===== src/design/swg_pkg.sv =====
// Purpose: Shared constants and types for the software wait-state generator.
// Assumes: Word-addressed 16-bit data memory space, 16-bit external addresses.
// Notes: Register locations and reset values are fixed here and used by name.
`default_nettype none

package swg_pkg;

    ////////////////////////////////////////////////////////////////////////////
    // Register locations in data memory space
    localparam logic [15:0] ADDR_PD_WAIT = 16'h0028;
    localparam logic [15:0] ADDR_IO_WAIT = 16'h0029;
    localparam logic [15:0] ADDR_WAIT_CTL = 16'h002A;
    localparam logic [15:0] ADDR_WAIT_STAT = 16'h002B;

    ////////////////////////////////////////////////////////////////////////////
    // Reset values: largest field codes with range bits clear, so 3 waits in the field variant and 7 in the single-value variant
    localparam logic [15:0] RST_PD_WAIT = 16'hFFFF;
    localparam logic [15:0] RST_IO_WAIT = 16'hFFFF;
    localparam logic [4:0] RST_WAIT_CTL = 5'h00;

    ////////////////////////////////////////////////////////////////////////////
    // Control register fields
    localparam int CTL_RANGE_PROG = 0;
    localparam int CTL_RANGE_DATA = 1;
    localparam int CTL_RANGE_IO = 2;
    localparam int CTL_PART_SEL = 4;
    localparam int CTL_WIDTH = 5;

    // Address fields that pick a 2-bit field
    localparam int BLK16K_MSB = 15;
    localparam int BLK16K_LSB = 14;
    localparam int BLK8K_MSB = 15;
    localparam int BLK8K_LSB = 13;
    localparam int PAIR_MSB = 3;
    localparam int PAIR_LSB = 1;
    localparam logic [2:0] DATA_FIELD_BASE = 3'h4;

    // Single-value variant: 3-bit fields in the program/data register
    localparam int SV_PROG_LSB = 0;
    localparam int SV_DATA_LSB = 3;
    localparam int SV_IO_LSB = 6;

    localparam int WAIT_W = 3;
    localparam logic [WAIT_W-1:0] WAIT_ZERO = 3'h0;
    localparam logic [WAIT_W-1:0] WAIT_ONE = 3'h1;

    ////////////////////////////////////////////////////////////////////////////
    // Types
    typedef enum logic [1:0] {
        SPACE_PROG = 2'h0,
        SPACE_DATA = 2'h1,
        SPACE_IO = 2'h2
    } swg_space_type;

    typedef enum logic [1:0] {
        ST_IDLE = 2'b01,
        ST_WAIT = 2'b10
    } swg_state_type;

    typedef struct packed {
        logic wr;
        logic rd;
        logic [15:0] addr;
        logic [15:0] wdata;
    } swg_dm_req_type;

    typedef struct packed {
        logic valid;
        swg_space_type space;
        logic [15:0] addr;
    } swg_acc_req_type;

endpackage : swg_pkg

`default_nettype wire


===== src/design/swg_wait_counter.sv =====
// Purpose: Down counter that times the wait states of one external access.
// Assumes: Load and decrement never asserted together by the caller.
// Notes: Holds at zero; zero flag comes straight from the count register.
`default_nettype none

module swg_wait_counter
    import swg_pkg::*;
(
    input wire logic clk,
    input wire logic rst,
    input wire logic load,
    input wire logic [swg_pkg::WAIT_W-1:0] load_val,
    input wire logic dec,
    output logic [swg_pkg::WAIT_W-1:0] count,
    output logic zero
);

    logic [WAIT_W-1:0] cnt_q;
    logic [WAIT_W-1:0] cnt_d;

    ////////////////////////////////////////////////////////////////////////////
    // Next count: load wins, decrement saturates at zero
    always_comb begin
        cnt_d = cnt_q;
        if (load) begin
            cnt_d = load_val;
        end else if (dec && (cnt_q != WAIT_ZERO)) begin
            cnt_d = cnt_q - WAIT_ONE;
        end
    end

    // Count register
    always_ff @(posedge clk) begin
        if (rst) begin
            cnt_q <= WAIT_ZERO;
        end else begin
            cnt_q <= cnt_d;
        end
    end

    assign count = cnt_q;
    assign zero = (cnt_q == WAIT_ZERO);

endmodule // swg_wait_counter

`default_nettype wire


===== src/design/swg_top.sv =====
// Purpose: Software-programmable wait-state generator for off-chip accesses.
// Assumes: Register port and access requests come from logic on CLK.
// Notes: SINGLE_VALUE selects the variant with one 3-bit count per space.
`default_nettype none

// What this block does
// RULE1 - The program/data wait register holds eight 2-bit fields, one per 16K-word block.
// RULE2 - With partition select clear, each I/O wait field covers one pair of port addresses.
// RULE3 - With partition select set, I/O space is eight 8K-word blocks with one field each.
// RULE4 - The 5-bit control register sets the wait range of the fields and the I/O mapping.
// RULE5 - In the single-value variant each space takes one 3-bit count of 0 to 7 waits.
// RULE6 - The wait registers are read and written as locations in data memory space.
// RULE7 - Each external access is stretched by the wait states of its selected field.
module swg_top
    import swg_pkg::*;
#(
    parameter bit SINGLE_VALUE = 1'b0
)
(
    input wire logic CLK,
    input wire logic RST,
    input wire swg_pkg::swg_dm_req_type DM_REQ,
    output logic [15:0] DM_RDATA,
    output logic DM_RVALID,
    input wire swg_pkg::swg_acc_req_type ACC_REQ,
    output logic ACC_BUSY,
    output logic ACC_DONE,
    output logic [swg_pkg::WAIT_W-1:0] ACC_WAITS
);

    ////////////////////////////////////////////////////////////////////////////
    // Functions

    // Pick a 2-bit field out of a 16-bit wait register
    function automatic logic [1:0] field2(input logic [15:0] r, input logic [2:0] idx);
        field2 = r[{idx, 1'b0} +: 2];
    endfunction

    // Map a 2-bit code to a wait count; the wide range trades step for reach
    function automatic logic [WAIT_W-1:0] scale(input logic [1:0] code, input logic wide);
        logic [WAIT_W-1:0] w;
        w = {1'b0, code};
        if (wide) begin
            case (code)
                2'h2: w = 3'h3;
                2'h3: w = 3'h7;
                default: w = {1'b0, code};
            endcase
        end
        scale = w;
    endfunction

    ////////////////////////////////////////////////////////////////////////////
    // Register file

    logic [15:0] pd_wait_q;
    logic [15:0] pd_wait_d;
    logic [15:0] io_wait_q;
    logic [15:0] io_wait_d;
    logic [CTL_WIDTH-1:0] wait_ctl_q;
    logic [CTL_WIDTH-1:0] wait_ctl_d;
    logic [15:0] rdata_q;
    logic [15:0] rdata_d;
    logic rvalid_q;
    logic rvalid_d;
    logic hit;

    // Access state, declared here because the status location reads it
    swg_state_type state_q;
    swg_state_type state_d;
    logic busy_q;
    logic busy_d;
    logic done_q;
    logic done_d;
    logic [WAIT_W-1:0] waits_q;
    logic [WAIT_W-1:0] waits_d;
    logic [WAIT_W-1:0] remain;
    logic cnt_zero;
    logic cnt_load;
    logic cnt_dec;

    // RULE6 data memory decode
    always_comb begin
        pd_wait_d = pd_wait_q;
        io_wait_d = io_wait_q;
        wait_ctl_d = wait_ctl_q;
        rdata_d = 16'h0000;
        hit = 1'b1;
        // Reads see the old value when write and read coincide
        case (DM_REQ.addr)
            ADDR_PD_WAIT: rdata_d = pd_wait_q;
            ADDR_IO_WAIT: rdata_d = io_wait_q;
            ADDR_WAIT_CTL: rdata_d = {11'h000, wait_ctl_q};
            ADDR_WAIT_STAT: rdata_d = {10'h000, remain, busy_q, state_q};
            default: hit = 1'b0;
        endcase
        if (DM_REQ.wr) begin
            case (DM_REQ.addr)
                ADDR_PD_WAIT: pd_wait_d = DM_REQ.wdata;
                ADDR_IO_WAIT: io_wait_d = DM_REQ.wdata;
                ADDR_WAIT_CTL: wait_ctl_d = DM_REQ.wdata[CTL_WIDTH-1:0];
                default: pd_wait_d = pd_wait_q;
            endcase
        end
        // Unmapped locations read as zero and still answer
        rvalid_d = DM_REQ.rd;
        if (!DM_REQ.rd || !hit) begin
            rdata_d = 16'h0000;
        end
    end

    // Register file storage
    always_ff @(posedge CLK) begin
        if (RST) begin
            pd_wait_q <= RST_PD_WAIT;
            io_wait_q <= RST_IO_WAIT;
            wait_ctl_q <= RST_WAIT_CTL;
            rdata_q <= 16'h0000;
            rvalid_q <= 1'b0;
        end else begin
            pd_wait_q <= pd_wait_d;
            io_wait_q <= io_wait_d;
            wait_ctl_q <= wait_ctl_d;
            rdata_q <= rdata_d;
            rvalid_q <= rvalid_d;
        end
    end

    ////////////////////////////////////////////////////////////////////////////
    // Wait-state lookup for the incoming access

    logic [2:0] pd_idx;
    logic [2:0] io_idx;
    logic [WAIT_W-1:0] lookup;

    always_comb begin
        pd_idx = {1'b0, ACC_REQ.addr[BLK16K_MSB:BLK16K_LSB]};
        // RULE2 port pair index
        io_idx = ACC_REQ.addr[PAIR_MSB:PAIR_LSB];
        lookup = WAIT_ZERO;
        if (SINGLE_VALUE) begin
            // RULE5 one count per space
            case (ACC_REQ.space)
                SPACE_PROG: lookup = pd_wait_q[SV_PROG_LSB +: WAIT_W];
                SPACE_DATA: lookup = pd_wait_q[SV_DATA_LSB +: WAIT_W];
                SPACE_IO: lookup = pd_wait_q[SV_IO_LSB +: WAIT_W];
                default: lookup = WAIT_ZERO;
            endcase
        end else begin
            // RULE1 data blocks after program
            if (ACC_REQ.space == SPACE_DATA) begin
                pd_idx = pd_idx + DATA_FIELD_BASE;
            end
            // RULE3 8K-word I/O blocks
            if (wait_ctl_q[CTL_PART_SEL]) begin
                io_idx = ACC_REQ.addr[BLK8K_MSB:BLK8K_LSB];
            end
            // RULE4 range per space
            case (ACC_REQ.space)
                SPACE_PROG: lookup = scale(field2(pd_wait_q, pd_idx),
                                           wait_ctl_q[CTL_RANGE_PROG]);
                SPACE_DATA: lookup = scale(field2(pd_wait_q, pd_idx),
                                           wait_ctl_q[CTL_RANGE_DATA]);
                SPACE_IO: lookup = scale(field2(io_wait_q, io_idx),
                                         wait_ctl_q[CTL_RANGE_IO]);
                default: lookup = WAIT_ZERO;
            endcase
        end
    end

    ////////////////////////////////////////////////////////////////////////////
    // Access sequencer

    // RULE7 stretch the bus cycle
    always_comb begin
        state_d = state_q;
        busy_d = busy_q;
        done_d = 1'b0;
        waits_d = waits_q;
        cnt_load = 1'b0;
        cnt_dec = 1'b0;
        case (state_q)
            ST_IDLE: begin
                // New requests are only taken here; others are ignored
                if (ACC_REQ.valid) begin
                    cnt_load = 1'b1;
                    waits_d = lookup;
                    busy_d = 1'b1;
                    state_d = ST_WAIT;
                end
            end
            ST_WAIT: begin
                if (cnt_zero) begin
                    done_d = 1'b1;
                    busy_d = 1'b0;
                    state_d = ST_IDLE;
                end else begin
                    cnt_dec = 1'b1;
                end
            end
            default: begin
                busy_d = 1'b0;
                state_d = ST_IDLE;
            end
        endcase
    end

    // Sequencer state
    always_ff @(posedge CLK) begin
        if (RST) begin
            state_q <= ST_IDLE;
            busy_q <= 1'b0;
            done_q <= 1'b0;
            waits_q <= WAIT_ZERO;
        end else begin
            state_q <= state_d;
            busy_q <= busy_d;
            done_q <= done_d;
            waits_q <= waits_d;
        end
    end

    // Counts the wait states of the access in flight
    swg_wait_counter u_cnt (
        .clk(CLK),
        .rst(RST),
        .load(cnt_load),
        .load_val(lookup),
        .dec(cnt_dec),
        .count(remain),
        .zero(cnt_zero)
    );

    ////////////////////////////////////////////////////////////////////////////
    // Outputs, all from flip-flops
    assign DM_RDATA = rdata_q;
    assign DM_RVALID = rvalid_q;
    assign ACC_BUSY = busy_q;
    assign ACC_DONE = done_q;
    assign ACC_WAITS = waits_q;

endmodule // swg_top

`default_nettype wire


===== config.mk =====
export PLATFORM = sky130hd
export DESIGN_NAME = swg_top
export DESIGN_NICKNAME = d
export VERILOG_FILES = /design/src/design/swg_pkg.sv /design/src/design/swg_wait_counter.sv /design/src/design/swg_top.sv
export SDC_FILE = /design/constraint.sdc
export NUM_CORES = 1
export LEC_CHECK = 0
export ABC_AREA = 0
export BUFFER_PORTS_ARGS = -buffer_cell sky130_fd_sc_hd__buf_2
export CELL_PAD_IN_SITES_DETAIL_PLACEMENT = 1
export CELL_PAD_IN_SITES_GLOBAL_PLACEMENT = 1
export CORE_MARGIN = 10
export CORE_UTILIZATION = 39
export DETAILED_ROUTE_END_ITERATION = 8
export MAX_ROUTING_LAYER = met4
export PLACE_DENSITY = 0.88
export SLEW_MARGIN = 20
export SYNTH_ARGS = -nofsm -noshare
export SYNTH_HDL_FRONTEND = slang
export SYNTH_SLANG_ARGS = --single-unit

===== constraint.sdc =====
create_clock -name CLK -period 2.7 [get_ports CLK]
set_input_delay 0.54 -clock CLK [delete_from_list [all_inputs] [get_ports CLK]]
set_output_delay 0.54 -clock CLK [all_outputs]
set_load 0.05 [all_outputs]

* After elaboration in Yosys (flattened, before gate mapping)
Index checks and enable logic that the tools add are counted.
Cells by class: bitwise gates (word level) 1, shifts and indexed selects 2, eq/ne operators 14, multiplexer cells 23, add/subtract/negate cells 2, reduce and logical (&&, ||, !) cells 16
Operators with widths (count):
- $eq A16 B6 Y1 const B | 4
- $pmux W16 S4 | 1
- $shiftx A16 B5 Y2 | 2
- $mux W3 | 7
- $eq A2 B2 Y1 const B | 6
- $pmux W3 S2 | 2
- $reduce_and A2 Y1 | 5
- $pmux W3 S3 | 1
- $mux W1 | 8
- $eq A2 B1 Y1 const B | 2
- $mux W2 | 2
- $ne A2 B2 Y1 const B | 2
- $pmux W2 S2 | 1
- $reduce_or A2 Y1 | 2
- $reduce_or A4 Y1 | 1
- $add A2 B3 Y3 const B | 1
- $logic_not A3 Y1 | 1
- $reduce_bool A3 Y1 | 1
- $sub A3 B1 Y3 const B | 1
- $logic_not A1 Y1 | 2
- $logic_not A2 Y1 | 1
- $pmux W1 S2 | 1
- $reduce_bool A2 Y1 | 1
- $logic_and A1 B1 Y1 | 1
- other kinds (2) | 2
Word-level totals: input bits 55, register bits 64, logic and storage cells 68

* Logic depth before layout (Yosys ltp)
depth after elaboration 8, depth in mapped cells 8, gate-level depth less buffers 7

* Modules after synthesis
From an unflattened synthesis, not the netlist that was laid out.
Second synthesis, totals: cell total of the unflattened synthesis 337, area, all modules 3019.1 µm²
Modules (own cells, without submodules):
- swg_top | sequential area each 1201.2 µm², area each 2836.5 µm², instances 1, cells each 316
- swg_wait_counter | sequential area each 60.1 µm², area each 182.7 µm², instances 1, cells each 21

* Worst setup path after synthesis
Ideal clock, no wire load.
kind input-to-reg, start input ACC_REQ[13] (netlist bit), end register u_cnt.cnt_q[0], in the netlist u_cnt.count[0], cell stages on the path 7, buffers on the path 1, slack 0.676 ns, data required time 2.555 ns, data arrival time 1.879 ns, cell sequence buf_2 > mux2_2 > or3_1 > a32oi_1 > o21ai_1 > a21oi_1 > a311oi_1
Between the ends: word-level cells in the longest chain between the ends 7
RTL lines:
- start: declaration | RTL line swg_top.sv:25 | input wire swg_pkg::swg_acc_req_type ACC_REQ,
- $mux W3 (*) | RTL line swg_top.sv:155 | if (wait_ctl_q[CTL_PART_SEL]) begin
- $shiftx A16 B5 Y2 (*) | RTL line swg_top.sv:36 | field2 = r[{idx, 1'b0} +: 2];
- $eq A2 B2 Y1 | RTL line swg_top.sv:44 | case (code)
- $pmux W3 S2 | RTL line swg_top.sv:44
- $mux W3 (*) | RTL line swg_top.sv:43 | if (wide) begin
- $pmux W3 S3 (*) | RTL line swg_top.sv:159 | case (ACC_REQ.space)
- $mux W3 (*) | RTL line swg_wait_counter.sv:25 | if (load) begin
- end signal: assignment | RTL line swg_wait_counter.sv:37 | cnt_q <= cnt_d;
- end: declaration | RTL line swg_wait_counter.sv:18 | logic [WAIT_W-1:0] cnt_q;
Mark *: on every way between the ends. The rest lies on a longest branch, timed or not. A chain may end at the register's enable or synchronous reset.

* Final worst setup path
start register wait_ctl_q[4], end register u_cnt.cnt_q[0], in the netlist u_cnt.count[0]
Between the ends: word-level cells in the longest chain between the ends 7
RTL lines:
- start: declaration | RTL line swg_top.sv:60 | logic [CTL_WIDTH-1:0] wait_ctl_q;
- start signal: assignment | RTL line swg_top.sv:123 | wait_ctl_q <= wait_ctl_d;
- $mux W3 (*) | RTL line swg_top.sv:155
- $shiftx A16 B5 Y2 (*) | RTL line swg_top.sv:36
- $eq A2 B2 Y1 | RTL line swg_top.sv:44
- $pmux W3 S2 | RTL line swg_top.sv:44
- $mux W3 (*) | RTL line swg_top.sv:43
- $pmux W3 S3 (*) | RTL line swg_top.sv:159
- $mux W3 (*) | RTL line swg_wait_counter.sv:25
Marks and branches as above.

==> impl_metrics.yaml <==
run_status:
  status: "completed"
critical_path:
  endpoint_kind: "flip-flop"
  cp.arrival_ns: 2.47
  startpoint_type: "flip-flop"
  required_ns: 2.91
  crit_fanout: 6
  rrSetupSlack_ns: 0.44
  worstSetupPathType: "reg2reg"
power:
  p_leak_nw: 1.669
  finalPower_mw: 2.097
  ir_worst_vdd_mv: 0.2458
  powerDensity_nw_per_um2: 581.2
place:
  hpwl_um: 7473
  dpl-instance-area_um2: 3378
  place.port_buffers: 66
  gp_congestion: 0.9231
  place_inst: 487
cts:
  cts_tree: "built"
  clockBufferDepth: 2
  cts_resized: 0
  cts_setup_buffers: 0
  h-tree-depth: 3
  cts_root_buffer: "clkbuf_8"
  cts_buffers: 9
  hold_buffers: 0
  cts_sinks: 63
  clk_latency_ns: 0.35
  clkSlewWorstSetupHoldPaths_ns: 0.07
yosys:
  ys_types: 48
  synthCells: 335
  syn_area_per_cell_um2: 8.874
  ys_warn_count: 0
  async_flop_share_pct: 0
  synth-seq-area-share_pct: 42.42
  synth_seq_cells: 63
  ys.flop_type: "dfxtp_1"
  syn-cell-area_um2: 2973
  syn-num-nets: 392
  synth_edf_count: 0
layout:
  finish.utilization_pct: 49.22
  finalInstanceArea_um2: 3608
  final_nets: 456
  drive_gt1_share_pct: 26.30
  final_cell_count_no_fill: 502
  area_delta_synth_final_pct: 21.38
  antenna_cells: 0
floorplanning:
  start_util_pct: 40.55
  die-area_um2: 11520
  die_w_um: 107.3
  rows: 31
  die_height_um: 107.3
  core_area_um2: 7331
  pin_count: 77
global_route:
  grt-ovfl-total: 0
  grt_pass1_wl_um: 16470
  grt_pass1_vias: 3086
  antenna_found_initial: 0
  grt_max_degree: 27
  grt.total_usage_pct: 18.84
route:
  wire_per_inst_um: 20.30
  drtIter0Drc: 227
  vias: 2800
  routed_wl_um: 10190
  vias_per_cell: 5.578
  drc: 0
  first_pass_iters: 4
  postRouteAntennaNets: 0
timing:
  period_minus_slack_ns: 2.257
  fmax_mhz: 443.1
  hold_viol: 0
  rsz0062_at_grt: "no"
  tns_ns: 0
  finalSetupViolations: 0
  finClkSkew_ns: 0.006512
  finalCritPeriodShare_pct: 83.59
  report.final.slew_viol_count: 0
  worstMarginPinSlew_ns: 0.6914
  slew_headroom_pct: 53.86
worst_hold_path:
  hold_class: "in2reg"
flow_run:
  maxCapViolCount: 0
## layer usage
layer  up-vias  track usage [%]  wire, um
li1       1288                -         -
met1      1367            21.76      4168
met2       117            30.32      5134
met3        28            3.832       587
met4         0            9.671       303
met5         -                -         0
## state kept, by name, indices dropped and copies added, names as in the netlist
signal	cells
io_wait_q	16
ACC_WAITS	3
DM_RVALID	1
wait_ctl_q	5
DM_RDATA	16
ACC_DONE	1
state_q	2
u_cnt.count	3
pd_wait_q	16
## kinds of logic after synthesis
family | Yosys count | share of synthesized area [%]
AO/OA/AOI/OAI | 32 | 7.576
AND/OR/NAND/NOR | 179 | 29.42
XOR/XNOR | 1 | 0.2947
flip-flops | 63 | 42.42
adder cells (fa/ha/maj) | 2 | 0.8416
buffers and inverters | 27 | 4.166
multiplexers | 31 | 15.28
## critical path: stages, from the launching register on
cell      delay (ns)
dfxtp_1         0.50
mux2_2          0.42
or3_1           0.35
a32oi_1         0.32
o21ai_1         0.14
a21oi_1         0.26
a311oi_1        0.13
## Yosys cell counts (2+ instances only)
master | number | area share, %
nor2b_1 | 10 | 2.1
mux4_2 | 10 | 7.6
nand3_1 | 20 | 3.4
nor4_1 | 2 | 0.42
o221ai_1 | 2 | 0.59
buf_4 | 2 | 0.50
nor2_1 | 36 | 4.5
inv_1 | 8 | 1.0
nor4b_1 | 3 | 0.88
mux2_2 | 2 | 0.76
nand2_1 | 74 | 9.3
o21ai_1 | 3 | 0.50
nor3_1 | 2 | 0.34
mux2i_1 | 18 | 6.1
and2_1 | 2 | 0.42
clkbuf_1 | 9 | 1.1
a32oi_1 | 2 | 0.59
nand3b_1 | 17 | 4.3
dfxtp_1 | 63 | 42
a21oi_1 | 8 | 1.3
o22ai_1 | 2 | 0.42
ha_1 | 2 | 0.84
buf_2 | 6 | 1.0
o21ai_0 | 3 | 0.50
nand2b_1 | 6 | 1.3
## cells in the final DEF, fill, tap and decap left out, types with 8 or more instances in the layout
cell,n
a21oi_1,8
buf_2,66
clkbuf_8,12
dfxtp_1,63
inv_1,8
mux2i_1,18
mux4_2,10
nand2_1,74
nand3_1,20
nand3b_1,17
nor2_1,36
nor2b_1,10
## stage by stage
stage	hold slack [ns]	setup slack, ns
2_1_floorplan	0.4386	0.6765
3_3_place_gp	0.4384	0.3677
3_5_place_dp	0.4538	0.2977
4_1_cts	0.4044	0.4784
5_1_grt	0.4194	0.3222
6_report	0.4075	0.4431
## area by class of cell
cell class / count / area (um^2)
clock buffer: 12 / 165.2
inverter: 8 / 30.03
sequential: 63 / 1261
fill: 862 / 3722
timing repair buffer: 72 / 375.4
tap: 99 / 123.9
multi-input combinational: 245 / 1588
clock inverter: 3 / 65.06
## worst paths after layout
check,startpoint,end,depth (start not counted)
max reg2reg,wait_ctl_q[4],u_cnt.count[0],6
min reg2reg,ACC_WAITS[2],ACC_WAITS[2],2
max,wait_ctl_q[4],u_cnt.count[0],6
min,DM_REQ[9],pd_wait_q[9],3
## report_power, final
group | internal (mW) | switching, mW | leakage (nW)
sequential | 0.940 | 0.0106 | 0.510
clock | 0.589 | 0.367 | 0.118
combinational | 0.0769 | 0.114 | 1.04
No activity file was read; power rests on OpenSTA's default activity.
